--- src/iolfs_pkg.sv ---
/*
 * package for the i/o line function select block: function codes, line
 * capability masks, reset values and the configuration write carrier.
 * assumes a single system clock and a synchronous active-low reset.
 */
`default_nettype none
package iolfs_pkg;

    localparam int unsigned IOLFS_NUM_LINES = 13;
    localparam int unsigned IOLFS_CODE_W = 4;

    // ***********************************************************
    // function codes
    // ***********************************************************
    localparam logic [3:0] IOLFS_FN_DIN_UNMON = 4'h0;
    localparam logic [3:0] IOLFS_FN_ALT_BASE = 4'h1;
    localparam logic [3:0] IOLFS_FN_ANALOG = 4'h2;
    localparam logic [3:0] IOLFS_FN_DIN_MON = 4'h3;
    localparam logic [3:0] IOLFS_FN_DOUT_LOW = 4'h4;
    localparam logic [3:0] IOLFS_FN_DOUT_HIGH = 4'h5;
    localparam logic [3:0] IOLFS_FN_ALT_FIRST = 4'h6;
    localparam logic [3:0] IOLFS_FN_ALT_LAST = 4'h9;

    // ***********************************************************
    // line capabilities, one bit per line index 0..12
    // ***********************************************************
    localparam logic [12:0] IOLFS_ANALOG_CAPABLE = 13'h000f;
    // lines 8 and 9 are the fixed sleep request and sleep status lines
    localparam logic [12:0] IOLFS_CONFIGURABLE = 13'h1cff;
    // lines that own further alternate functions (codes 6..9)
    localparam logic [12:0] IOLFS_EXT_ALT_CAPABLE = 13'h1ce0;
    localparam int unsigned IOLFS_SLEEP_REQ_LINE = 8;
    localparam int unsigned IOLFS_SLEEP_STAT_LINE = 9;

    // ***********************************************************
    // reset values
    // ***********************************************************
    localparam logic [3:0] IOLFS_FN_RESET = 4'h0;
    localparam logic [12:0] IOLFS_PULLUP_RESET = 13'h0000;

    typedef struct packed {
        logic wr;
        logic [3:0] line;
        logic [3:0] code;
    } iolfs_cfg_wr_s;

endpackage : iolfs_pkg
`default_nettype wire

--- src/iolfs_top.sv ---
/*
 * per-line function select for the configurable i/o lines: holds one
 * function code per line, decodes it into pad direction, output level,
 * analog select and alternate select, and builds the digital sample word.
 * assumes pad inputs are asynchronous and the host write is synchronous.
 */
// Function
// - each configurable line has its own code; 0 is unmonitored digital input and 3 monitored digital input.
// - code 2 selects single-ended analog input and is taken only on analog-capable lines.
// - code 4 makes the line a digital output starting low.
// - code 5 makes the line a digital output starting high.
// - code 1 selects the line's own alternate function.
// - codes 6 to 9 select further alternate functions only on lines that have them.
// - the sleep request and sleep status lines have no function setting and keep fixed roles.
// - each digital input line has a pull-up enable independent of its function code.
// - lines 0 to 3 allow analog, digital and alternate (code 1) modes, lines 4 to 7 and 10 to 12 digital and alternate only.
// - a line not set as digital input reads zero in the digital sample word.
`timescale 1ns/1ps
`default_nettype none
module iolfs_top
    import iolfs_pkg::*;
#(
    parameter int unsigned NUM_LINES = IOLFS_NUM_LINES
) (
    input wire logic sys_clk_in,
    input wire logic rstn_in,
    input wire iolfs_cfg_wr_s cfg_wr_in,
    input wire logic [12:0] pullup_enable_setting_in,
    input wire logic [12:0] pad_level_in,
    input wire logic sleep_active_in,
    output logic cfg_reject_out,
    output logic [12:0] pad_oe_out,
    output logic [12:0] pad_level_out,
    output logic [12:0] pad_pullup_out,
    output logic [12:0] analog_sel_out,
    output logic [12:0] alt_sel_out,
    output logic [12:0] monitored_out,
    output logic [12:0] dig_sample_out,
    output logic [51:0] fn_code_out
);
    // ***********************************************************
    // configuration store
    // ***********************************************************
    logic [3:0] fn_code [13];
    logic [3:0] next_fn_code [13];
    logic reject;
    logic next_reject;
    logic accept;

    iolfs_code_check u_check (
        .line_in(cfg_wr_in.line),
        .code_in(cfg_wr_in.code),
        .accept_out(accept)
    );

    always_comb begin
        next_reject = 1'b0;
        for (int i = 0; i < 13; i++) begin
            next_fn_code[i] = fn_code[i];
        end
        if (cfg_wr_in.wr) begin
            if (accept) begin
                next_fn_code[cfg_wr_in.line] = cfg_wr_in.code;
            end else begin
                next_reject = 1'b1;
            end
        end
    end

    always_ff @(posedge sys_clk_in) begin
        if (!rstn_in) begin
            for (int i = 0; i < 13; i++) begin
                fn_code[i] <= IOLFS_FN_RESET;
            end
            reject <= 1'b0;
        end else begin
            for (int i = 0; i < 13; i++) begin
                fn_code[i] <= next_fn_code[i];
            end
            reject <= next_reject;
        end
    end

    // ***********************************************************
    // pad input synchroniser
    // ***********************************************************
    logic [12:0] pad_meta;
    logic [12:0] pad_sync;
    logic sleep_meta;
    logic sleep_sync;

    always_ff @(posedge sys_clk_in) begin
        if (!rstn_in) begin
            pad_meta <= 13'h0000;
            pad_sync <= 13'h0000;
            sleep_meta <= 1'b0;
            sleep_sync <= 1'b0;
        end else begin
            pad_meta <= pad_level_in;
            pad_sync <= pad_meta;
            sleep_meta <= sleep_active_in;
            sleep_sync <= sleep_meta;
        end
    end

    // ***********************************************************
    // per-line decode
    // ***********************************************************
    logic [12:0] next_oe;
    logic [12:0] next_lvl;
    logic [12:0] next_pu;
    logic [12:0] next_ana;
    logic [12:0] next_alt;
    logic [12:0] next_mon;
    logic [12:0] next_samp;
    logic [12:0] is_din;
    logic [12:0] oe_r;
    logic [12:0] lvl_r;
    logic [12:0] pu_r;
    logic [12:0] ana_r;
    logic [12:0] alt_r;
    logic [12:0] mon_r;
    logic [12:0] samp_r;

    genvar g;
    generate
        for (g = 0; g < 13; g++) begin : g_line
            if (g == IOLFS_SLEEP_REQ_LINE) begin : g_sreq
                // fixed input role, no function store read
                always_comb begin
                    is_din[g] = 1'b1;
                    next_oe[g] = 1'b0;
                    next_lvl[g] = 1'b0;
                    next_ana[g] = 1'b0;
                    next_alt[g] = 1'b0;
                    next_mon[g] = 1'b0;
                end
            end else if (g == IOLFS_SLEEP_STAT_LINE) begin : g_sstat
                always_comb begin
                    is_din[g] = 1'b0;
                    next_oe[g] = 1'b1;
                    next_lvl[g] = sleep_sync;
                    next_ana[g] = 1'b0;
                    next_alt[g] = 1'b0;
                    next_mon[g] = 1'b0;
                end
            end else begin : g_cfg
                always_comb begin
                    is_din[g] = 1'b0;
                    next_oe[g] = 1'b0;
                    next_lvl[g] = 1'b0;
                    next_ana[g] = 1'b0;
                    next_alt[g] = 1'b0;
                    next_mon[g] = 1'b0;
                    case (fn_code[g])
                        IOLFS_FN_DIN_UNMON: begin
                            is_din[g] = 1'b1;
                        end
                        IOLFS_FN_DIN_MON: begin
                            is_din[g] = 1'b1;
                            next_mon[g] = 1'b1;
                        end
                        IOLFS_FN_ANALOG: begin
                            next_ana[g] = 1'b1;
                        end
                        IOLFS_FN_DOUT_LOW: begin
                            next_oe[g] = 1'b1;
                            next_lvl[g] = 1'b0;
                        end
                        IOLFS_FN_DOUT_HIGH: begin
                            next_oe[g] = 1'b1;
                            next_lvl[g] = 1'b1;
                        end
                        default: begin
                            // code 1 and accepted 6..9: pad handed to the alternate function
                            next_alt[g] = 1'b1;
                        end
                    endcase
                end
            end
            always_comb begin
                next_pu[g] = pullup_enable_setting_in[g] & is_din[g];
                next_samp[g] = is_din[g] & pad_sync[g];
            end
            assign fn_code_out[g*4 +: 4] = fn_code[g];
        end
    endgenerate

    always_ff @(posedge sys_clk_in) begin
        if (!rstn_in) begin
            oe_r <= 13'h0000;
            lvl_r <= 13'h0000;
            pu_r <= IOLFS_PULLUP_RESET;
            ana_r <= 13'h0000;
            alt_r <= 13'h0000;
            mon_r <= 13'h0000;
            samp_r <= 13'h0000;
        end else begin
            oe_r <= next_oe;
            lvl_r <= next_lvl;
            pu_r <= next_pu;
            ana_r <= next_ana;
            alt_r <= next_alt;
            mon_r <= next_mon;
            samp_r <= next_samp;
        end
    end

    always_comb begin
        cfg_reject_out = reject;
        pad_oe_out = oe_r;
        pad_level_out = lvl_r;
        pad_pullup_out = pu_r;
        analog_sel_out = ana_r;
        alt_sel_out = alt_r;
        monitored_out = mon_r;
        dig_sample_out = samp_r;
    end

    // ***********************************************************
    // checks
    // ***********************************************************
    chk_analog_only_capable: assert property (@(posedge sys_clk_in) disable iff (!rstn_in)
        (analog_sel_out & ~IOLFS_ANALOG_CAPABLE) == 13'h0000) else $error("analog on non-capable line");
    chk_reject_keeps_code: assert property (@(posedge sys_clk_in) disable iff (!rstn_in)
        (cfg_wr_in.wr && !accept && cfg_wr_in.line < 4'hd) |=>
        (cfg_reject_out && fn_code[$past(cfg_wr_in.line)] == $past(fn_code[cfg_wr_in.line])))
        else $error("rejected write changed line");
    chk_write_takes_code: assert property (@(posedge sys_clk_in) disable iff (!rstn_in)
        (cfg_wr_in.wr && accept) |=> (fn_code[$past(cfg_wr_in.line)] == $past(cfg_wr_in.code) && !cfg_reject_out))
        else $error("accepted write not stored");
    chk_out_low_level: assert property (@(posedge sys_clk_in) disable iff (!rstn_in)
        (fn_code[0] == IOLFS_FN_DOUT_LOW) |=> (pad_oe_out[0] && !pad_level_out[0]))
        else $error("code 4 not driving low");
    chk_out_high_level: assert property (@(posedge sys_clk_in) disable iff (!rstn_in)
        (fn_code[4] == IOLFS_FN_DOUT_HIGH) |=> (pad_oe_out[4] && pad_level_out[4]))
        else $error("code 5 not driving high");
    chk_sample_zero_nondin: assert property (@(posedge sys_clk_in) disable iff (!rstn_in)
        (dig_sample_out & (pad_oe_out | analog_sel_out | alt_sel_out)) == 13'h0000)
        else $error("non-input line sampled nonzero");
    chk_ext_alt_lines: assert property (@(posedge sys_clk_in) disable iff (!rstn_in)
        (cfg_wr_in.wr && cfg_wr_in.code >= IOLFS_FN_ALT_FIRST && cfg_wr_in.code <= IOLFS_FN_ALT_LAST
        && cfg_wr_in.line < 4'hd && !IOLFS_EXT_ALT_CAPABLE[cfg_wr_in.line]) |=> cfg_reject_out)
        else $error("codes 6-9 taken on plain line");
    chk_sleep_fixed: assert property (@(posedge sys_clk_in) disable iff (!rstn_in)
        (fn_code[8] == IOLFS_FN_RESET && fn_code[9] == IOLFS_FN_RESET && pad_oe_out[9] == 1'b1 || $past(!rstn_in)))
        else $error("sleep lines altered");
    chk_pullup_din_only: assert property (@(posedge sys_clk_in) disable iff (!rstn_in)
        (pad_pullup_out & (pad_oe_out | analog_sel_out | alt_sel_out)) == 13'h0000)
        else $error("pull-up on non-input line");
endmodule : iolfs_top
`default_nettype wire

--- src/iolfs_code_check.sv ---
/*
 * combinational acceptance check for one function code on one line.
 * assumes capability masks from the package; no state.
 */
`timescale 1ns/1ps
`default_nettype none
module iolfs_code_check
    import iolfs_pkg::*;
(
    input wire logic [3:0] line_in,
    input wire logic [3:0] code_in,
    output logic accept_out
);
    logic cfg_ok;
    logic ana_ok;
    logic alt_ok;

    always_comb begin
        cfg_ok = (line_in < 4'hd) && IOLFS_CONFIGURABLE[line_in];
        ana_ok = (line_in < 4'hd) && IOLFS_ANALOG_CAPABLE[line_in];
        alt_ok = (line_in < 4'hd) && IOLFS_EXT_ALT_CAPABLE[line_in];
        accept_out = 1'b0;
        if (!cfg_ok) begin
            accept_out = 1'b0;
        end else if (code_in == IOLFS_FN_ANALOG) begin
            accept_out = ana_ok;
        end else if (code_in >= IOLFS_FN_ALT_FIRST && code_in <= IOLFS_FN_ALT_LAST) begin
            accept_out = alt_ok;
        end else if (code_in <= IOLFS_FN_DOUT_HIGH) begin
            accept_out = 1'b1;
        end
    end
endmodule : iolfs_code_check
`default_nettype wire

--- config.mk ---
export PLATFORM = sky130hd
export DESIGN_NAME = iolfs_top
export DESIGN_NICKNAME = d
export VERILOG_FILES = /design/src/iolfs_pkg.sv /design/src/iolfs_top.sv /design/src/iolfs_code_check.sv
export SDC_FILE = /design/constraint.sdc
export NUM_CORES = 1
export LEC_CHECK = 0
export BUFFER_PORTS_ARGS = -buffer_cell sky130_fd_sc_hd__buf_2
export CAP_MARGIN = 30
export CORE_MARGIN = 2
export CORE_UTILIZATION = 43
export DETAILED_ROUTE_END_ITERATION = 16
export GPL_ROUTABILITY_DRIVEN = 0
export PLACE_DENSITY = 0.73
export RECOVER_POWER = 50
export SLEW_MARGIN = 30
export SYNTH_ARGS = -nofsm -noshare
export SYNTH_HDL_FRONTEND = slang
export SYNTH_HIERARCHICAL = 1
export SYNTH_SLANG_ARGS = --single-unit
--- constraint.sdc ---
create_clock -name sys_clk_in -period 1.7 [get_ports sys_clk_in]
set_clock_uncertainty 0.15 [all_clocks]
set_input_delay 0.34 -clock sys_clk_in [delete_from_list [all_inputs] [get_ports sys_clk_in]]
set_output_delay 0.34 -clock sys_clk_in [all_outputs]
set_load 0.005 [all_outputs]
# Word level (Yosys, flattened, before mapping)
# Memory sizes are Yosys's and may differ from the RTL's.
# Index checks and enable logic that the tools add are counted.
# word_totals
in_bits	38
ramBits	52
memories	4
latchBits	0
word_cells	256
register_bits	120
rom_bits	48
out_inout_bits	144
# classes
n_shift	0
n_mul	0
bitwise	36
eq_ne	45
n_reduce_logical	50
order_cmp	7
n_div	0
muxes	95
n_addsub	0
# mem_list
memory	words	word_bits	read_ports	rd_clocked_by_memory_dff	write_ports	line	text
fn_code	13	4	13	0	13	iolfs_top.sv:44	logic [3:0] fn_code [13];
(name not given)	16	1	1	0	0	iolfs_code_check.sv:20	ana_ok = (line_in < 4'hd) && IOLFS_ANALOG_CAPABLE[line_in];
(name not given)	16	1	1	0	0	iolfs_code_check.sv:19	cfg_ok = (line_in < 4'hd) && IOLFS_CONFIGURABLE[line_in];
(name not given)	16	1	1	0	0	iolfs_code_check.sv:21	alt_ok = (line_in < 4'hd) && IOLFS_EXT_ALT_CAPABLE[line_in];
# ops
op	n
52-bit 2-to-1 mux	2
4-bit by 2-bit == test with 1-bit output (second input constant)	23
4-bit by 3-bit == test with 1-bit output (second input constant)	22
1-bit 2-to-1 mux	76
4-bit 2-to-1 mux	14
5-bit OR reduction	11
52-bit bitwise mux	1
4-bit logical NOT	11
2-bit OR reduction	22
1-bit bitwise AND	22
4-bit demux with 4-bit select	1
1-bit bitwise OR	13
10-bit 2-to-1 mux	1
5-bit greater-or-equal comparator (second input constant)	1
1-bit logical AND	5
4-bit by 5-bit < comparator with 1-bit output (second input constant)	1
5-bit by 1-bit < comparator with 1-bit output (second input constant)	1
4-bit inverter with 5-bit output	1
4-bit by 3-bit greater-or-equal comparator with 1-bit output (second input constant)	1
4-bit by 3-bit less-or-equal comparator with 1-bit output (second input constant)	1
4-bit less-or-equal comparator (second input constant)	1
4-bit < comparator (second input constant)	1
2-bit AND reduction	1

# Logic depth before layout (Yosys ltp)
# Gate-level depths: netlist of the first run.
# depth
depth_word	9
depth_mapped	7
depth_no_buf	6

# Modules after synthesis
# The synthesis of the first run kept the hierarchy.
# modules_own_cells
module	cells_each	instances	area_per_inst_um2
iolfs_top	496	1	5342.6
iolfs_code_check	11	1	63.8

# Worst setup path before layout of the first run
# OpenSTA, ideal clock, no wires.
# synth_timing
path_kind	input -> register
startpoint	in cfg_wr_in[5] in the netlist's numbering
endpoint	mem fn_code[8][0], in the netlist fn_code[1][0]
arrival_ps	1599
required_time_ps	1418
cell_stages	7
slack_ps	-181
n_path_buf	1
path_cell_list	o21a_1 o21a_1 a21oi_2 nand4b_1 or3_1 buf_6 mux2i_1
# synth_rtl
element	line	text
start, declared	iolfs_top.sv:27	input wire iolfs_cfg_wr_s cfg_wr_in,
end, declared	iolfs_top.sv:44	

==> results of run 1 <==
cell type report:
| class | count | area [sq um] | share of cell area |
|---|---|---|---|
| flip-flops and latches | 160 | 3200 | 0.431 |
| well taps | 168 | 210 | 0.0283 |
| repair buffers | 230 | 1350 | 0.182 |
| diodes | 1 | 2.50 | 0.000337 |
| clock inverters | 5 | 75.1 | 0.0101 |
| clock buffers | 27 | 513 | 0.0690 |
| multi-input cells | 324 | 2080 | 0.280 |
cells by family after synthesis:
family / share of synthesized area
compound gates: 0.0324
xor+xnor: 0.0178
buf+inv: 0.0340
flops: 0.592
mux: 0.0963
other cells: 0.000694
simple gates: 0.226
cells in the final DEF, fill, tap and decap left out, types with 11 or more instances in the layout:
| master | synthesis | routed |
|---|---|---|
| clkbuf_16 | 0 | 17 |
| buf_2 | 6 | 168 |
| nor3b_1 | 12 | 12 |
| and4bb_2 | 12 | 12 |
| buf_4 | 10 | 31 |
| mux2i_1 | 52 | 51 |
| nand2_1 | 82 | 82 |
| dfxtp_1 | 160 | 160 |
| and2_1 | 40 | 30 |
| and3_1 | 33 | 33 |
| nor2_1 | 33 | 30 |
| xnor2_1 | 11 | 11 |
| dlygate4sd3_1 | 0 | 24 |
| a21oi_1 | 11 | 11 |
worst paths after layout:
| path | end |
|---|---|
| setup / recovery | fn_code[1][3] |
| hold reg to reg | pad_sync[7] |
| setup reg to reg | dig_sample_out[6] |
| hold / removal | pad_pullup_out[7] |
sequential cells by signal, summed over array words and instances (netlist names), 11 cells and up:
register,cells
analog_sel_out,11
pad_oe_out,12
pad_meta,12
pad_sync,12
pad_level_out,12
pad_pullup_out,12
fn_code,52
monitored_out,11
dig_sample_out,12
alt_sel_out,11
critical path, stage by stage:
cell and delay [ns]:
buf_2 0.12, o21a_1 0.19, o21a_1 0.20, a21oi_2 0.17, nand4b_1 0.16, or3_1 0.45
mux2i_1 0.17
repair_timing:
| item | 4_1_cts | 5_1_grt |
|---|---|---|
| endpoints found under the setup margin | 0 | 18 |
| resized for setup | 0 | 8 |
| endpoints found under the hold margin | 24 | 0 |
| hold buffers | 24 | 0 |
| buffers inserted | 0 | 1 |
through the flow:
stage	TNS (ns)	total power (W)
3_3_place_gp	-11.89	0.00426
5_1_grt	-0.0654	0.00822
6_report	0	0.00795
3_5_place_dp	-14.90	0.00427
2_1_floorplan	-3.46	0.00411
4_1_cts	0	0.00803
layer usage:
metal / vias to the layer above / routed length [um] / track usage
met5: - / 0 / 0
met4: 0 / 289 / 0.0889
met3: 25 / 753 / 0.0602
met2: 142 / 6190 / 0.313
met1: 2023 / 5170 / 0.211
li1: 2119 / - / -
power by group through the flow:
stage               clock [W]  combinational, W  sequential, W
finish                0.00372          0.000384        0.00385
global route          0.00394          0.000426        0.00385
CTS                   0.00379          0.000391        0.00385
detailed placement          0          0.000347        0.00393
global placement            0          0.000337        0.00392
floorplan                   0          0.000178        0.00393
==> out/qor_table.md, run 1 <==
| Step | Item | This run |
| --- | --- | --- |
| yosys | Per-instance average area after synthesis | 10.7 sq um |
| timing | Final count of negative-setup-slack endpoints | 0 |
| timing | Hold Worst Slack | 0.0350 ns |
| global route | Pin count of the biggest net entering global routing | 34 |
| yosys | Synthesized cell area | 5410 sq um |
| setup path | Critical path type | primary input to flop |
| power | Sequential share of power | 0.484 |
| final layout | Core occupancy in the finished layout | 0.611 |
| yosys | YS warnings | 6 |
| worst hold path | Hold path startpoint | pullup_enable_setting_in[7] |
| global route | Global-route wire length before repair | 19300 um |
| yosys | Leading cell type by number of instances after synthesis | dfxtp_1 |
| timing | Unrepaired setup endpoints after global routing | yes |
| yosys | Number of cells produced by synthesis | 507 |
| yosys | Fraction of registers with async set or reset after synthesis | 0 |
| place | Cells after DPL | 857 |
| place | Placed Instance Area | 6600 sq um |
| timing | Share of the clock period used by the worst path | 0.986 |
| detailed routing | Via density | 4.71 |
| floorplanning | Std-Cell Core Area | 12200 sq um |
| power | Switching power as a share of total power | 0.199 |
| detailed routing | WL per Instance | 13.6 um |
| final layout | Number of filler instances in the final layout | 1029 |
| global route | Number of antenna violations at the first check in global routing | 1 |
| timing | Final slew viol count | 0 |
| clocking | Maximum clock path buffer count | 2 |
| flow run | Count of max-cap constraint violations | 0 |
| clocking | TritonCTS clock tree | yes |
| setup path | R2r worst-path depth | 2 |
| setup path | Source of the critical timing path | cfg_wr_in[4] |
| final layout | Final design instance area without fill | 7430 sq um |
| power | Clock network fraction of total power | 0.468 |
| final layout | Area Growth Syn to Fin | 37.4% |
| detailed routing | Routed Antenna Nets | 0 |
| place | PortBufs | 169 |
| global route | Sum of overflow across all layers after global routing | 0 |
| timing | Achievable Freq | 0.596 GHz |
| setup path | Register-to-Register Setup Slack | 0.52 ns |
| place | Worst-case setup slack after placement | -0.391 ns |
| power | Power per standard cell area | 1070 nW/um^2 |
| timing | Worst slew slack as a fraction of its limit | 0.567 |
| timing | Transition time at the pin with the least slew margin | 0.649 ns |
| worst hold path | Hold WC Path Type | primary input to flop |
| final layout | Cell Count, Final, Fillers Out | 915 |
| timing | Final WS setup | 0.0234 ns |
| final layout | Number of nets at the end of the flow | 771 |
| detailed routing | First drt pass iteration count | 4 |
| place | Post-DP HPWL | 8860 um |
| power | Int Pwr | 0.00637 W |
| global route | Total Routing Usage GR | 0.184 |
| final layout | Fraction of final layout cells sized beyond drive strength 1 | 0.332 |
| clocking | Clk pin slew, worst setup/hold paths | 0.06 ns |
| yosys | EDFF count, synth | 0 |
| power | Relative contribution of combinational cells to total power | 0.048 |
| detailed routing | Number of remaining DRC errors | 0 |
| detailed routing | Vias | 4309 |
| yosys | Distinct cells, synth | 27 |
| clocking | Latest clock arrival within the worst-skew pair | 0.41 ns |
| detailed routing | Iter 0 DRT Violations | 168 |
| yosys | Post-synth top flop | dfxtp_1 |
| yosys | Yosys top cell area share | 0.592 |
| detailed routing | Final routed wirelength across all metal layers | 12400 um |
| yosys | Most used standard cells in the synthesized netlist | dfxtp_1, nand2_1, mux2i_1 |
| timing | Shortest period the worst path allows | 1.68 ns |
| status | Run status | completed |
| setup path | Worst EP required | 1.84 ns |
| clocking | Number of levels in the clock H-tree | 4 |
| timing | Fin. Hold Viols | 0 |
| power | Leakage power | 3.58 nW |
| clocking | # clock sinks | 160 |
| global route | Number of global-route vias before repair | 4165 |
| setup path | Startpoint type of the worst setup path | primary input |
| floorplanning | Effective utilization at floorplan | 0.445 |
| floorplanning | Die Footprint | 13500 sq um |
| floorplanning | DIE HEIGHT | 116 um |
| power | VDD IR max | 609 uV |
| setup path | Largest driver fanout on the critical path | 4 |
| yosys | Flop and latch count out of synthesis | 160 |
| floorplanning | Horizontal die dimension | 116 um |
| setup path | Critical register-to-register path startpoint | fn_code[0][26] |
| clocking | Number of buffers created by CTS | 17 |
| yosys | Register area share after synthesis | 0.592 |
| setup path | Type of element capturing the critical path | flop |
| power | Power dissipated by switching net loads | 0.00158 W |
| floorplanning | Total number of placement rows | 40 |
| yosys | Synth area leaders | dfxtp_1, mux2i_1, nand2_1 |
| yosys | Library cell occupying the most area in the post-synthesis netlist | dfxtp_1 |
| worst hold path | Cells on Worst Hold Path | 2 |
| setup path | Data arrival, critical path | 1.82 ns |
| floorplanning | Ports | 182 |
| clocking | Clock Tree Root | clkbuf_16 |
No activity file was read; power rests on OpenSTA's default activity.
==> inputs of run 2 (changes only) <==
--- a/config.mk
+++ b/config.mk
@@ -9,6 +9,7 @@
 export CAP_MARGIN = 30
 export CORE_MARGIN = 2
 export CORE_UTILIZATION = 43
+export CTS_BUF_LIST = sky130_fd_sc_hd__clkbuf_4
 export DETAILED_ROUTE_END_ITERATION = 16
 export GPL_ROUTABILITY_DRIVEN = 0
 export PLACE_DENSITY = 0.73
==> run 2 against run 1 <==
Via count rose by 0.14%; critical path depth fell by 1; sequential cell count stayed put; die area did not move; worst setup slack got worse by 0.011 ns; utilization fell by 2.5 points; routed wire length decreased by 0.74%; sequential share of layout area grew 2.6 points; cell area fell by 4.1%; worst hold slack improved by 0.057 ns; fmax fell by 0.65%; largest cell class unchanged; largest power group unchanged.
==> out/qor_table.md, run 2 (same netlist as run 1, synthesis figures left out) <==
| Step | Item | This run |
| --- | --- | --- |
| setup path | Type of element capturing the critical path | flop |
| power | Relative contribution of combinational cells to total power | 0.061 |
| timing | Final sum of negative setup slack | 0 ns |
| timing | Shortest period the worst path allows | 1.69 ns |
| setup path | Startpoint type of the worst setup path | primary input |
| floorplanning | DIE HEIGHT | 116 um |
| detailed routing | Iter 0 DRT Violations | 148 |
| setup path | Delay of the slowest cell on the worst path | 0.55 ns |
| clocking | TritonCTS clock tree | yes |
| global route | Sum of overflow across all layers after global routing | 0 |
| power | Power per standard cell area | 889 nW/um^2 |
| floorplanning | Effective utilization at floorplan | 0.445 |
| global route | Number of antenna violations at the first check in global routing | 1 |
| floorplanning | Horizontal die dimension | 116 um |
| power | VDD IR max | 652 uV |
| power | Int Pwr | 0.00494 W |
| clocking | Clock Tree Root | clkbuf_4 |
| place | Worst-case setup slack after placement | -0.391 ns |
| power | Switching power as a share of total power | 0.221 |
| final layout | Commonest non-fill, non-tap cell in the layout | buf_2 |
| power | Sequential share of power | 0.606 |
| final layout | Max reg flops | 52 |
| floorplanning | Die Footprint | 13500 sq um |
| setup path | Cell type group with the largest total delay on the critical path | buffers and inverters |
| power | Power dissipated by switching net loads | 0.00140 W |
| detailed routing | Via density | 4.71 |
| detailed routing | WL per Instance | 13.4 um |
| clocking | Number of levels in the clock H-tree | 4 |
| clocking | Number of buffers created by CTS | 17 |
| detailed routing | Number of remaining DRC errors | 0 |
| timing | Final slew viol count | 0 |
| timing | Final count of negative-setup-slack endpoints | 0 |
| floorplanning | Std-Cell Core Area | 12200 sq um |
| global route | Total Routing Usage GR | 0.186 |
| clocking | Post-CTS setup buffer count | 0 |
| final layout | Area Growth Syn to Fin | 31.8% |
| floorplanning | Total number of placement rows | 40 |
| floorplanning | Ports | 182 |
| place | PortBufs | 169 |
| flow run | Count of max-cap constraint violations | 0 |
| power | Clock network fraction of total power | 0.334 |
| setup path | Worst Path Buf+Inv | 3 |
| global route | Number of global-route vias before repair | 4164 |
| detailed routing | First drt pass iteration count | 4 |
| setup path | List of cells traversed by the critical path | dlygate4sd3_1, clkbuf_1, and4bb_2, nor2b_1, clkbuf_2, mux2i_1 |
| setup path | Data arrival, critical path | 2.01 ns |
| timing | Unrepaired setup endpoints after global routing | no |
| setup path | Largest driver fanout on the critical path | 5 |
| setup path | Cell with the biggest individual delay on the critical path | dlygate4sd3_1 |
| final layout | Fraction of final layout cells sized beyond drive strength 1 | 0.361 |
| setup path | Critical path type | primary input to flop |
| timing | Share of the clock period used by the worst path | 0.993 |
| worst hold path | Hold WC Path Type | primary input to flop |
| clocking | # clock sinks | 160 |
| detailed routing | Routed Antenna Nets | 0 |
| timing | Final WS setup | 0.0124 ns |
| clocking | Maximum clock path buffer count | 2 |
| detailed routing | Vias | 4315 |
| power | Leakage power | 3.42 nW |
| place | Post-DP HPWL | 8860 um |
| final layout | Most frequent cells in the layout | buf_2, dfxtp_1, nand2_1 |
| clocking | Clk pin slew, worst setup/hold paths | 0.12 ns |
| timing | Achievable Freq | 0.593 GHz |
| final layout | Register name with the most flops | fn_code |
| global route | Global-route wire length before repair | 19200 um |
| power | Total power after layout | 0.00634 W |
| status | Run status | completed |
| final layout | Number of nets at the end of the flow | 773 |
| setup path | Worst EP required | 2.02 ns |
| clocking | Latest clock arrival within the worst-skew pair | 0.55 ns |
| detailed routing | Final routed wirelength across all metal layers | 12300 um |
| global route | Pin count of the biggest net entering global routing | 34 |
| timing | Fin. Hold Viols | 0 |
run 2: changes by cell type in the layout (fill, tap and decap cells not counted), sizes merged:
cell,delta
clkbuf,+10
dlygate4sd3,+3
clkinv,+5
buf,-16
run 2: tightest hold or removal path, stage by stage:
cell	delay, ns
buf_2	0.11
nand2_1	0.07
buf_4	0.16
mux2i_1	0.08
run 2: metal layers:
| layer | wire, um | global-route usage | part of all wire |
|---|---|---|---|
| met1 | 5060 | 0.208 | 0.41 |
| met2 | 6030 | 0.309 | 0.49 |
| met3 | 793 | 0.0669 | 0.064 |
| met4 | 420 | 0.102 | 0.034 |
| met5 | 0 | 0 | 0 |
run 2: metrics by stage:
step,hold WS (ns),std cells,util,cell area [sq um]
after floorplan,0.218,516,-,5460
after global placement,0.264,857,0.542,6600
after detailed placement,0.268,857,0.542,6600
after CTS,0.0477,916,0.588,7150
after global routing,0.0575,917,0.586,7130
final,0.0922,917,0.586,7130
run 2: final cells by class:
| cell class | instances | area (sq um) |
|---|---|---|
| Sequential cell | 160 | 3260 |
| Antenna cell | 1 | 2.50 |
| Timing Repair Buffer | 232 | 1350 |
| Fill cell | 1061 | 5030 |
| Clock buffer | 22 | 165 |
| Tap cell | 168 | 210 |
| Multi-Input combinational cell | 324 | 2040 |
| Clock inverter | 10 | 93.8 |
run 2: power groups by stage:
stage	logic, W	registers [W]	clock network (W)
2_1_floorplan	0.000178	0.00393	0
3_3_place_gp	0.000337	0.00392	0
3_5_place_dp	0.000347	0.00393	0
4_1_cts	0.000396	0.00384	0.00218
5_1_grt	0.000428	0.00385	0.00233
6_report	0.000384	0.00384	0.00211
run 2: final timing paths:
kind / slack, ns / start / to / cells after the start
max: 0.01 / cfg_wr_in[8] / fn_code[0][14] / 6
min: 0.09 / cfg_wr_in[1] / fn_code[0][13] / 4
max reg2reg: 0.52 / fn_code[0][26] / dig_sample_out[6] / 2
min reg2reg: 0.29 / pad_meta[6] / pad_sync[6] / 1
run 2: repair_timing:
action,CTS,global route
gates resized for setup,20,23
gates cloned,0,0
hold endpoints to repair,33,0
hold buffers,27,0
setup endpoints to repair,20,23
==> inputs of run 3 (changes only) <==
--- a/config.mk
+++ b/config.mk
@@ -7,12 +7,14 @@
 export LEC_CHECK = 0
 export BUFFER_PORTS_ARGS = -buffer_cell sky130_fd_sc_hd__buf_2
 export CAP_MARGIN = 30
+export CELL_PAD_IN_SITES_DETAIL_PLACEMENT = 0
+export CELL_PAD_IN_SITES_GLOBAL_PLACEMENT = 1
 export CORE_MARGIN = 2
-export CORE_UTILIZATION = 43
+export CORE_UTILIZATION = 35
 export CTS_BUF_LIST = sky130_fd_sc_hd__clkbuf_4
 export DETAILED_ROUTE_END_ITERATION = 16
 export GPL_ROUTABILITY_DRIVEN = 0
-export PLACE_DENSITY = 0.73
+export PLACE_DENSITY_LB_ADDON = 0.1
 export RECOVER_POWER = 50
 export SLEW_MARGIN = 30
 export SYNTH_ARGS = -nofsm -noshare
==> run 3 against run 2 <==
Die area rose by 22%; worst setup slack improved by 0.069 ns; sequential power barely moved; fmax rose by 4.3%; routed wire length rose by 2.2%; register-to-register slack barely moved; highest routed layer unchanged.
==> out/qor_table.md, run 3 (same netlist as run 1, synthesis figures left out) <==
| Step | Item | This run |
| --- | --- | --- |
| status | Run status | completed |
| setup path | Worst Path Buf+Inv | 1 |
| floorplanning | Std-Cell Core Area | 15100 sq um |
| detailed routing | First drt pass iteration count | 4 |
| final layout | Diode count | 0 |
| power | Sequential share of power | 0.545 |
| final layout | Cell Count, Final, Fillers Out | 934 |
| setup path | Delay of the slowest cell on the worst path | 0.43 ns |
| clocking | # clock sinks | 160 |
| place | Worst-case setup slack after placement | -0.400 ns |
| timing | Final count of negative-setup-slack endpoints | 0 |
| power | Int Pwr | 0.00547 W |
| worst hold path | Hold path startpoint | cfg_wr_in[7] |
| detailed routing | Routed Antenna Nets | 0 |
| clocking | Clock Tree Root | clkbuf_4 |
| place | PortBufs | 169 |
| final layout | Commonest non-fill, non-tap cell in the layout | buf_2 |
| power | Relative contribution of combinational cells to total power | 0.055 |
| detailed routing | Vias | 4144 |
| detailed routing | Final routed wirelength across all metal layers | 12600 um |
| detailed routing | Met2 WL post-DR | 6200 um |
| timing | Unrepaired setup endpoints after global routing | no |
| worst hold path | Hold WC Path Type | primary input to flop |
| clocking | Number of levels in the clock H-tree | 4 |
| timing | Achievable Freq | 0.618 GHz |
| detailed routing | Via density | 4.44 |
| timing | Share of the clock period used by the worst path | 0.952 |
| setup path | Worst flop-to-flop path endpoint | pad_pullup_out[10] |
| detailed routing | Total met3 wirelength after detailed routing | 715 um |
| setup path | R2r worst-path depth | 2 |
| power | Total power after layout | 0.00701 W |
| timing | Hold Worst Slack | 0.151 ns |
| clocking | Latest clock arrival within the worst-skew pair | 0.56 ns |
| final layout | Number of nets at the end of the flow | 771 |
| final layout | Most frequent cells in the layout | buf_2, dfxtp_1, nand2_1 |
| setup path | Critical path type | flop to output port |
| clocking | Clk pin slew, worst setup/hold paths | 0.14 ns |
| power | Switching power as a share of total power | 0.219 |
| final layout | Fraction of final layout cells sized beyond drive strength 1 | 0.379 |
| place | Placed Instance Area | 6620 sq um |
| global route | Sum of overflow across all layers after global routing | 0 |
| clocking | Number of buffers created by CTS | 17 |
| setup path | Worst EP required | 1.21 ns |
| global route | Number of antenna violations at the first check in global routing | 0 |
| detailed routing | Uppermost layer routed | met4 |
| global route | Global-route wire length before repair | 20300 um |
| final layout | Final design instance area without fill | 7320 sq um |
| setup path | List of cells traversed by the critical path | buf_2 |
| floorplanning | DIE HEIGHT | 128 um |
| timing | Final WS setup | 0.0816 ns |
| place | Post-DP HPWL | 8810 um |
| setup path | Critical register-to-register path startpoint | fn_code[1][10] |
| floorplanning | Die Footprint | 16500 sq um |
| global route | Number of global-route vias before repair | 4085 |
| setup path | Cell with the biggest individual delay on the critical path | dfxtp_2 |
| timing | Shortest period the worst path allows | 1.62 ns |
| setup path | Type of element capturing the critical path | output port |
| clocking | TritonCTS clock tree | yes |
| power | Power per standard cell area | 958 nW/um^2 |
| final layout | Area Growth Syn to Fin | 35.4% |
| setup path | Startpoint type of the worst setup path | flop |
| setup path | Data arrival, critical path | 1.13 ns |
| detailed routing | Met1 WL | 5400 um |
| setup path | Largest driver fanout on the critical path | 7 |
| floorplanning | Horizontal die dimension | 128 um |
| global route | Pin count of the biggest net entering global routing | 26 |
| final layout | Max reg flops | 52 |
| power | Leakage power | 3.49 nW |
| setup path | Cell type group with the largest total delay on the critical path | flip-flops |
| timing | Final slew viol count | 0 |
| timing | Fin. Hold Viols | 0 |
| place | Cells after DPL | 875 |
| floorplanning | Ports | 182 |
| worst hold path | Cells on Worst Hold Path | 5 |
| clocking | Maximum clock path buffer count | 2 |
| worst hold path | Hold endpoint | cfg_reject_out |
| detailed routing | Number of remaining DRC errors | 0 |
| final layout | Register name with the most flops | fn_code |
| power | Clock network fraction of total power | 0.400 |
| power | VDD IR max | 528 uV |
| setup path | Register-to-Register Setup Slack | 0.51 ns |
| floorplanning | Effective utilization at floorplan | 0.357 |
| flow run | Count of max-cap constraint violations | 0 |
| power | Power dissipated by switching net loads | 0.00153 W |
| global route | Total Routing Usage GR | 0.158 |
| detailed routing | WL per Instance | 13.5 um |
| floorplanning | Total number of placement rows | 45 |
| detailed routing | Iter 0 DRT Violations | 148 |
| clocking | Post-CTS setup buffer count | 0 |
==> run 3: cell count changes in the layout (fill, tap and decap cells not counted), sizes merged <==
cell      delta
buf          +7
diode        -1
clkinvlp     +3
bufinv       +4
clkbuf      -13
clkinv       -3
==> run 3: worst max-delay path by stage <==
stage	cells past startpoint	from	slack, ns	endpoint
2_1_floorplan	7	cfg_wr_in[5]	-0.18	fn_code[1][0]
3_3_place_gp	7	cfg_wr_in[5]	-0.33	fn_code[0][16]
3_5_place_dp	7	cfg_wr_in[5]	-0.40	fn_code[0][18]
4_1_cts	1	fn_code[0][2]	0.0009	fn_code_out[2]
5_1_grt	1	fn_code[1][13]	0.003	fn_code_out[45]
6_report	1	fn_code[0][0]	0.08	fn_code_out[0]
==> run 3: per-stage QoR <==
| step | setup TNS [ns] | util |
|---|---|---|
| floorplan | -3.46 | - |
| global placement | -13.18 | 0.437 |
| detailed placement | -15.50 | 0.437 |
| CTS | 0 | 0.481 |
| global route | 0 | 0.483 |
| finish | 0 | 0.483 |
==> run 3: power by group through the flow <==
stage	Clock, W	Sequential, W	Combinational (W)
3_5_place_dp	0	0.00393	0.000351
6_report	0.00280	0.00382	0.000387
2_1_floorplan	0	0.00393	0.000178
4_1_cts	0.00290	0.00384	0.000398
5_1_grt	0.00305	0.00383	0.000435
3_3_place_gp	0	0.00393	0.000347
==> run 3: repair_timing <==
item	in CTS	in global routing
endpoints found under the setup margin	25	35
endpoints found under the hold margin	26	1
gates resized for setup	25	35
hold buffers	26	1
==> run 3: layout make-up <==
| class | count | area [sq um] |
|---|---|---|
| Clock buffer | 18 | 135 |
| Timing Repair Buffer | 230 | 1360 |
| Sequential cell | 160 | 3300 |
| Tap cell | 188 | 235 |
| Multi-Input combinational cell | 324 | 2050 |
| Fill cell | 1438 | 7830 |
| Clock inverter | 14 | 239 |
==> run 3: metal layers <==
| layer | GRT usage | vias to the layer above |
|---|---|---|
| met3 | 0.0497 | 18 |
| met1 | 0.180 | 1891 |
| met2 | 0.273 | 117 |
| li1 | - | 2118 |
| met4 | 0.0672 | 0 |
| met5 | 0 | - |
==> run 3: worst reg2reg max path, cell delays in order, from the launching register on <==
cell	delay (ns)
dfxtp_2	0.37
nor3b_1	0.39
and3_1	0.23
